===== config.mk =====
export PLATFORM = sky130hd
export DESIGN_NAME = lpe_error_counters
export DESIGN_NICKNAME = d
export VERILOG_FILES = /design/src/rtl/lpe_pkg.sv /design/src/rtl/lpe_sync3.sv /design/src/rtl/lpe_sat_counter.sv /design/src/rtl/lpe_error_counters.sv
export SDC_FILE = /design/constraint.sdc
export NUM_CORES = 1
export LEC_CHECK = 0
export BUFFER_PORTS_ARGS = -buffer_cell sky130_fd_sc_hd__buf_2
export CAP_MARGIN = 30
export CELL_PAD_IN_SITES_DETAIL_PLACEMENT = 1
export CELL_PAD_IN_SITES_GLOBAL_PLACEMENT = 2
export CORE_UTILIZATION = 42
export DETAILED_ROUTE_END_ITERATION = 7
export GPL_TIMING_DRIVEN = 1
export PLACE_DENSITY_LB_ADDON = 0.3
export SETUP_SLACK_MARGIN = 0.15
export SLEW_MARGIN = 5
export SYNTH_ARGS = -nofsm -noshare
export SYNTH_HDL_FRONTEND = slang
export SYNTH_SLANG_ARGS = --single-unit

===== constraint.sdc =====
create_clock -name ref_clk -period 4.7 [get_ports ref_clk]
set_clock_uncertainty 0.2 [all_clocks]
set_input_delay 1.41 -clock ref_clk [delete_from_list [all_inputs] [get_ports ref_clk]]
set_output_delay 1.41 -clock ref_clk [all_outputs]
set_load 0.1 [all_outputs]

===== src/rtl/lpe_pkg.sv =====
// Package holding offsets, field positions and timing constants of the error counters.
`default_nettype none
package lpe_pkg;
  localparam int CNT_W = 16;
  localparam logic [7:0] ADDR_LCV_HI = 8'h42;
  localparam logic [7:0] ADDR_LCV_LO = 8'h43;
  localparam logic [7:0] ADDR_PCV_HI = 8'h44;
  localparam logic [7:0] ADDR_PCV_LO = 8'h45;
  localparam logic [7:0] ADDR_OOS_HI = 8'h46;
  localparam logic [7:0] ADDR_OOS_LO = 8'h47;
  localparam logic [7:0] ADDR_FEB_HI = 8'h48;
  localparam logic [7:0] ADDR_FEB_LO = 8'h49;
  localparam logic [7:0] ADDR_CFG = 8'h41;
  localparam logic [7:0] CFG_RESET = 8'h00;
  localparam int CFG_EXCESS_ZEROS = 0;
  localparam int CFG_OOS_SELECT = 1;
  localparam int CFG_FS_REPORT = 2;
  localparam int CFG_E1_CV = 3;
  localparam int CFG_MANUAL_MODE = 4;
  localparam int CFG_FAST_UPDATE = 5;
  localparam int CFG_MANUAL_TRIG = 6;
  localparam logic [7:0] CFG_WRITE_MASK = 8'h7F;
  localparam logic [CNT_W-1:0] CNT_MAX = 16'hFFFF;
  localparam logic [CNT_W-1:0] CNT_ZERO = 16'h0000;
  localparam int T1_FAST_FRAMES = 333;
  localparam int E1_FAST_FRAMES = 500;
  localparam int T1_FRAMES_PER_SEC = 8000;
  localparam int E1_FRAMES_PER_SEC = 8000;
  localparam int FRAME_CNT_W = 13;
endpackage
`default_nettype wire


===== src/rtl/lpe_sync3.sv =====
// Three-stage synchroniser for pulse inputs from the line side.
`default_nettype none
module lpe_sync3 #(
  parameter int WIDTH = 1
) (
  input wire logic ref_clk,
  input wire logic resetn,
  input wire logic [WIDTH-1:0] async_in,
  output logic [WIDTH-1:0] level_out,
  output logic [WIDTH-1:0] rise_out
);
  logic [WIDTH-1:0] s1_q;
  logic [WIDTH-1:0] s2_q;
  logic [WIDTH-1:0] s3_q;
  logic [WIDTH-1:0] lvl_q;
  logic [WIDTH-1:0] lvl_d;

  // A change is accepted only once stages two and three agree.
  always_comb
  begin
    for (int i = 0; i < WIDTH; i++)
    begin
      lvl_d[i] = (s2_q[i] == s3_q[i]) ? s3_q[i] : lvl_q[i];
    end
  end

  always_ff @(posedge ref_clk or negedge resetn)
  begin
    if (!resetn)
    begin
      s1_q <= '0;
      s2_q <= '0;
      s3_q <= '0;
      lvl_q <= '0;
    end
    else
    begin
      s1_q <= async_in;
      s2_q <= s1_q;
      s3_q <= s2_q;
      lvl_q <= lvl_d;
    end
  end

  assign level_out = lvl_q;
  assign rise_out = lvl_d & ~lvl_q;
endmodule
`default_nettype wire


===== src/rtl/lpe_sat_counter.sv =====
// Saturating event counter with latch-and-clear into a holding register.
`default_nettype none
module lpe_sat_counter #(
  parameter int WIDTH = lpe_pkg::CNT_W
) (
  input wire logic ref_clk,
  input wire logic resetn,
  input wire logic count_en,
  input wire logic latch,
  output logic [WIDTH-1:0] held_q
);
  logic [WIDTH-1:0] cnt_q;
  logic [WIDTH-1:0] cnt_d;
  logic [WIDTH-1:0] held_d;

  // Events landing on the latch cycle start the new interval so none is lost.
  always_comb
  begin
    held_d = held_q;
    cnt_d = cnt_q;
    if (latch)
    begin
      held_d = cnt_q;
      cnt_d = count_en ? WIDTH'(1) : '0;
    end
    else if (count_en && (cnt_q != {WIDTH{1'b1}}))
    begin
      cnt_d = cnt_q + WIDTH'(1);
    end
  end

  always_ff @(posedge ref_clk or negedge resetn)
  begin
    if (!resetn)
    begin
      cnt_q <= '0;
      held_q <= '0;
    end
    else
    begin
      cnt_q <= cnt_d;
      held_q <= held_d;
    end
  end
endmodule
`default_nettype wire


===== src/rtl/lpe_error_counters.sv =====
// Line and path error counters of one T1/E1 receive framer with byte register access.
// Function
// - Line violation count is 16 bits, high byte 42h, low byte 43h.
// - T1 extended superframe: path counter counts CRC6 code word errors.
// - T1 superframe: path counter counts Ft errors, plus Fs when enabled.
// - T1 path counter stops while receive sync is lost.
// - E1 path counter counts CRC4 errors, stops on FAS or CRC4 loss.
// - Path violation count is 16 bits, high byte 44h, low byte 45h.
// - T1 out-of-sync select: count multiframes, only while receive sync is lost.
// - T1 framing select: count Ft or FPS pattern errors, stop during sync loss.
// - E1 out-of-sync counter counts FAS word errors, stops on sync loss.
// - E1 FAS word errors not counted while searching FAS or multiframe sync.
// - Out-of-sync count is 16 bits, high byte 46h, low byte 47h.
// - Far-end block counter works in E1 only, never in T1.
// - Far-end block counter adds one per zero E bit in frames 13, 15.
// - Far-end block counter stops on FAS or CRC4 loss, not CAS loss.
// - Far-end block count is 16 bits, high byte 48h, low byte 49h.
// - Auto update latches each second, or every 333/500 frames when fast.
// - Manual mode: rising trigger bit latches counts next clock and clears counters.
// - Every counter saturates at its maximum and never wraps.
// - Line counter counts BPVs, excess zero runs, or E1 code violations as selected.
`default_nettype none
module lpe_error_counters #(
  parameter int WIDTH = lpe_pkg::CNT_W,
  parameter int FRAMES_PER_SEC = lpe_pkg::T1_FRAMES_PER_SEC
) (
  input wire logic ref_clk,
  input wire logic resetn,
  input wire logic [7:0] reg_addr,
  input wire logic reg_wr,
  input wire logic reg_rd,
  input wire logic [7:0] reg_wdata,
  output logic [7:0] reg_rdata,
  input wire logic e1_mode,
  input wire logic t1_esf_mode,
  input wire logic b8zs_enable,
  input wire logic rx_frame_pulse,
  input wire logic rx_multiframe_pulse,
  input wire logic bpv_event,
  input wire logic cv_event,
  input wire logic zero_run_8,
  input wire logic zero_run_16,
  input wire logic crc6_error,
  input wire logic crc4_error,
  input wire logic ft_error,
  input wire logic fs_error,
  input wire logic fps_error,
  input wire logic fas_word_error,
  input wire logic e_bit_zero,
  input wire logic rx_sync_lost,
  input wire logic fas_sync_lost,
  input wire logic crc4_sync_lost,
  input wire logic fas_searching,
  input wire logic mf_searching,
  output logic [7:0] counter_config_reg,
  output logic update_strobe
);
  localparam int NEV = 11;

  logic [NEV-1:0] raw_ev;
  logic [NEV-1:0] ev;
  logic [4:0] st_raw;
  logic [4:0] st;
  logic [7:0] cfg_q;
  logic [7:0] cfg_d;
  logic trig_prev_q;
  logic trig_prev_d;
  logic [lpe_pkg::FRAME_CNT_W-1:0] frm_q;
  logic [lpe_pkg::FRAME_CNT_W-1:0] frm_d;
  logic [7:0] rdata_q;
  logic [7:0] rdata_d;
  logic latch;
  logic manual_latch;
  logic auto_latch;
  logic [lpe_pkg::FRAME_CNT_W-1:0] frm_limit;
  logic lcv_en;
  logic pcv_en;
  logic oos_en;
  logic feb_en;
  logic t1_sync_lost;
  logic e1_sync_lost;
  logic [WIDTH-1:0] lcv_cnt;
  logic [WIDTH-1:0] pcv_cnt;
  logic [WIDTH-1:0] oos_cnt;
  logic [WIDTH-1:0] feb_cnt;

  // Framer pulses come from the line clock and are brought over by pulse edges.
  assign raw_ev = {rx_frame_pulse, rx_multiframe_pulse, bpv_event, cv_event, zero_run_8,
                   zero_run_16, crc6_error, crc4_error, ft_error, fs_error, fps_error};
  assign st_raw = {fas_word_error, e_bit_zero, rx_sync_lost, fas_sync_lost, crc4_sync_lost};

  lpe_sync3 #(
    .WIDTH(NEV)
  ) u_ev_sync (
    .ref_clk(ref_clk),
    .resetn(resetn),
    .async_in(raw_ev),
    .level_out(),
    .rise_out(ev)
  );

  lpe_sync3 #(
    .WIDTH(5)
  ) u_st_sync (
    .ref_clk(ref_clk),
    .resetn(resetn),
    .async_in(st_raw),
    .level_out(st),
    .rise_out()
  );

  logic fas_err_ev;
  logic ebit_ev;
  logic [1:0] st_edge_q;
  logic [1:0] st_edge_d;
  logic [1:0] srch;

  // Search levels get the same three-stage filter, so no first stage feeds logic.
  lpe_sync3 #(
    .WIDTH(2)
  ) u_srch_sync (
    .ref_clk(ref_clk),
    .resetn(resetn),
    .async_in({fas_searching, mf_searching}),
    .level_out(srch),
    .rise_out()
  );

  assign st_edge_d = st[4:3];
  assign fas_err_ev = st[4] & ~st_edge_q[1];
  assign ebit_ev = st[3] & ~st_edge_q[0];

  always_ff @(posedge ref_clk or negedge resetn)
  begin
    if (!resetn)
    begin
      st_edge_q <= 2'h0;
    end
    else
    begin
      st_edge_q <= st_edge_d;
    end
  end

  assign t1_sync_lost = st[2];
  assign e1_sync_lost = st[1] | st[0];

  always_comb
  begin
    if (e1_mode)
    begin
      lcv_en = cfg_q[lpe_pkg::CFG_E1_CV] ? ev[7] : ev[8];
    end
    else
    begin
      lcv_en = ev[8] | (cfg_q[lpe_pkg::CFG_EXCESS_ZEROS] & (b8zs_enable ? ev[6] : ev[5]));
    end
  end

  always_comb
  begin
    if (e1_mode)
    begin
      pcv_en = ev[3] & ~e1_sync_lost;
    end
    else if (t1_esf_mode)
    begin
      pcv_en = ev[4] & ~t1_sync_lost;
    end
    else
    begin
      pcv_en = (ev[2] | (cfg_q[lpe_pkg::CFG_FS_REPORT] & ev[1])) & ~t1_sync_lost;
    end
  end

  always_comb
  begin
    if (e1_mode)
    begin
      oos_en = fas_err_ev & ~t1_sync_lost & ~(|srch);
    end
    else if (cfg_q[lpe_pkg::CFG_OOS_SELECT])
    begin
      oos_en = ev[9] & t1_sync_lost;
    end
    else
    begin
      oos_en = (t1_esf_mode ? ev[0] : ev[2]) & ~t1_sync_lost;
    end
  end

  assign feb_en = e1_mode & ebit_ev & ~e1_sync_lost;

  always_comb
  begin
    if (cfg_q[lpe_pkg::CFG_FAST_UPDATE])
    begin
      frm_limit = e1_mode ? lpe_pkg::FRAME_CNT_W'(lpe_pkg::E1_FAST_FRAMES)
                          : lpe_pkg::FRAME_CNT_W'(lpe_pkg::T1_FAST_FRAMES);
    end
    else
    begin
      frm_limit = lpe_pkg::FRAME_CNT_W'(FRAMES_PER_SEC);
    end
    frm_d = frm_q;
    auto_latch = 1'b0;
    if (ev[10])
    begin
      if (frm_q >= frm_limit - lpe_pkg::FRAME_CNT_W'(1))
      begin
        frm_d = '0;
        auto_latch = ~cfg_q[lpe_pkg::CFG_MANUAL_MODE];
      end
      else
      begin
        frm_d = frm_q + lpe_pkg::FRAME_CNT_W'(1);
      end
    end
  end

  assign trig_prev_d = cfg_q[lpe_pkg::CFG_MANUAL_TRIG];
  assign manual_latch = cfg_q[lpe_pkg::CFG_MANUAL_MODE] & trig_prev_d & ~trig_prev_q;
  assign latch = auto_latch | manual_latch;

  // only the configuration byte accepts writes
  always_comb
  begin
    cfg_d = cfg_q;
    if (reg_wr && (reg_addr == lpe_pkg::ADDR_CFG))
    begin
      cfg_d = reg_wdata & lpe_pkg::CFG_WRITE_MASK;
    end
  end

  always_comb
  begin
    rdata_d = rdata_q;
    if (reg_rd)
    begin
      case (reg_addr)
        lpe_pkg::ADDR_CFG: rdata_d = cfg_q;
        lpe_pkg::ADDR_LCV_HI: rdata_d = lcv_cnt[15:8];
        lpe_pkg::ADDR_LCV_LO: rdata_d = lcv_cnt[7:0];
        lpe_pkg::ADDR_PCV_HI: rdata_d = pcv_cnt[15:8];
        lpe_pkg::ADDR_PCV_LO: rdata_d = pcv_cnt[7:0];
        lpe_pkg::ADDR_OOS_HI: rdata_d = oos_cnt[15:8];
        lpe_pkg::ADDR_OOS_LO: rdata_d = oos_cnt[7:0];
        lpe_pkg::ADDR_FEB_HI: rdata_d = feb_cnt[15:8];
        lpe_pkg::ADDR_FEB_LO: rdata_d = feb_cnt[7:0];
        default: rdata_d = 8'h00;
      endcase
    end
  end

  always_ff @(posedge ref_clk or negedge resetn)
  begin
    if (!resetn)
    begin
      cfg_q <= lpe_pkg::CFG_RESET;
      trig_prev_q <= 1'b0;
      frm_q <= '0;
      rdata_q <= 8'h00;
    end
    else
    begin
      cfg_q <= cfg_d;
      trig_prev_q <= trig_prev_d;
      frm_q <= frm_d;
      rdata_q <= rdata_d;
    end
  end

  lpe_sat_counter #(.WIDTH(WIDTH)) u_lcv (
    .ref_clk(ref_clk), .resetn(resetn), .count_en(lcv_en), .latch(latch), .held_q(lcv_cnt));
  lpe_sat_counter #(.WIDTH(WIDTH)) u_pcv (
    .ref_clk(ref_clk), .resetn(resetn), .count_en(pcv_en), .latch(latch), .held_q(pcv_cnt));
  lpe_sat_counter #(.WIDTH(WIDTH)) u_oos (
    .ref_clk(ref_clk), .resetn(resetn), .count_en(oos_en), .latch(latch), .held_q(oos_cnt));
  lpe_sat_counter #(.WIDTH(WIDTH)) u_feb (
    .ref_clk(ref_clk), .resetn(resetn), .count_en(feb_en), .latch(latch), .held_q(feb_cnt));

  assign reg_rdata = rdata_q;
  assign counter_config_reg = cfg_q;
  assign update_strobe = latch;
endmodule
`default_nettype wire


==> flow_summary.ini <==
[drt]
antenna_left = 0
drc = 0
vias = 6776
drt-total-wl_um = 24100
dr.pass1.iters = 4
viasPerCell = 5.40
drtIter0Drc = 265
wire_per_inst_um = 19.3

[placement]
dp_hpwl_um = 16300
dp.cells = 1210
place.gp.congestion = 0.758
port_buffers = 55
dpl_worst_slack_ps = 2.45
placed_cell_area_sq_um = 11000

[finish]
nNetsFinal = 977
final_cell_mix = dfrtp_1, nor2_1, mux2_2, buf_2, xor2_1
final_common_cell = dfrtp_1
insertedDiodeCount = 0
drive_gt1_share_pct = 22.9
final_area_sq_um = 11900
fin_cells = 1254
syn2layout_area_growth_pct = 15.8
final_util_pct = 50.1

[yosys]
netlist_area_sq_um = 10300
ys_warn_count = 0
ys_seq_area_share_pct = 56.4
syn_inst = 852
postSynth.asyncResetShare_pct = 100
synth_edf_count = 0
ys_seq_elements = 231
syn_avg_cell_area_sq_um = 12.0
yosysUniqueCellTypes = 78
synth_nets = 910
synth_flop_cell = dfrtp_1

[critical_path]
reg2reg_depth = 8
rr_startpoint = counter_config_reg[5]$_DFFE_PN0P_
crit_arrival_ps = 2940
setup.worst_path.class = input port to primary output
endpoint_kind = primary output
r2r_end = u_oos.held_q[5]$_DFFE_PN0P_
ff2ff_setup_slack_ps = 1270
cp_max_fo = 3
worstSetupStartpointType = input port
required_ps = 3090

[timing]
slew_viol_final = 0
final.setup.tns_ps = 0
fin_crit_sh_pct = 96.7
finalHoldViolCount = 0
period_needed_ps = 4550
worst_pin_slew_ps = 831
setup_violations = 0
rsz0062_at_grt = true
fmax_mhz = 220
max_slew_margin_pct = 44.6
setup_slack_ps = 153

[worst_hold_path]
hold_start = u_ev_sync.s1_q[1]$_DFF_PN0_
whs_path_depth = 0
holdPathEnd = u_ev_sync.s2_q[1]$_DFF_PN0_
hold_class = flip-flop to flip-flop

[cts]
clkTransAtPathRegs_ps = 60
cts_root_buffer = clkbuf_16
clock_latency_ps = 540
cts_num_sinks = 231
numCtsBuffers = 26
clockBufferDepth = 3
cts.htree.levels = 1
cts_tree = yes

[global_routing]
grt_usage_pct = 20.8
grt_first_pass_wirelength_um = 40200
grt_overflow = 0
grt_max_degree = 107
antenna_found_initial = 0
grt_pass1_vias = 7274

[power]
p_leak_uw = 0.00544
powerDensity_nw_per_um2 = 399
vdd_drop_max_mv = 0.257

[floorplanning]
die_w_um = 158
initial_utilization_pct = 43.3
core_area_sq_um = 23700
fp.dieH_um = 158
io_pins = 58
row_count = 56
die_area_sq_um = 25000

[run]
drv_cap = 0

[status]
run_status = finished, final reports clean
==> per-layer routing <==
layer / global-route usage (%) / vias to the layer above / wire length, um
met4: 5.72 / 0 / 546
li1: - / 3177 / -
met1: 28.3 / 3504 / 11300
met5: 0 / - / 0
met3: 2.94 / 34 / 581
met2: 34.5 / 61 / 11800
==> worst max-delay path, cell delays in order <==
cell and delay (ps):
buf_12 120, inv_16 40, nand2_8 70, inv_4 50
ha_4 250, nand2_2 30, o211ai_1 210, o2111ai_2 190
a31oi_4 220, a21oi_4 80, inv_2 80, buf_12 170
==> where the power goes <==
group / switching, uW / internal, uW
clock network: 800 / 1170
logic: 247 / 196
registers: 176 / 2140
total: 1220 / 3510
==> logic make-up (layout without fill, tap and decap cells) <==
kind of cell	after synthesis	in the layout	synth area share [%]
simple gates	294	294	16.1
flops	231	231	56.4
mux	89	89	9.72
compound gates	86	86	6.09
xor+xnor	62	62	5.29
buf+inv	54	137	2.60
fa+ha+maj	35	35	3.83
other cells	1	1	0.0366
==> cell usage after synthesis, drive strengths merged (17+ instances only) <==
cell	instances	area, sq um
nand2	45	169
inv	22	82.6
ha	17	213
and3	22	138
xnor2	18	158
buf	22	126
nand4	29	188
maj3	18	180
nand3	38	190
o21ai	17	85.1
xor2	44	385
a21oi	17	96.4
dfrtp	231	5780
mux2	75	845
nor2	85	319
==> cell type report <==
class,instances,area [sq um]
fill,2558,11800
sequential,231,5780
multi-input combinational,567,4310
clock buffer,38,726
timing repair buffer,71,455
tap,319,399
inverter,22,104
clock inverter,6,95.1
==> stage by stage <==
step / hold WS [ps] / power (uW)
floorplan: 131 / 2600
global placement: 133 / 2760
detailed placement: 136 / 2790
CTS: 150 / 4810
global route: 154 / 4950
finish: 147 / 4740
==> worst max-delay path by stage <==
stage,startpoint,end,slack [ps],depth (start not counted)
global route,e1_mode,update_strobe,60,12
floorplan,e1_mode,update_strobe,110,11
detailed placement,e1_mode,update_strobe,2,12
CTS,e1_mode,update_strobe,110,12
global placement,e1_mode,update_strobe,30,12
finish,e1_mode,update_strobe,150,12
==> repair_timing <==
| action | 4_1_cts | 5_1_grt |
|---|---|---|
| setup buffers | 0 | 0 |
| pin swaps | 5 | 5 |
| endpoints found under the setup margin | 1 | 1 |
| gates resized for setup | 10 | 0 |
| hold buffers | 0 | 0 |
(Power assumes the default switching activity.)
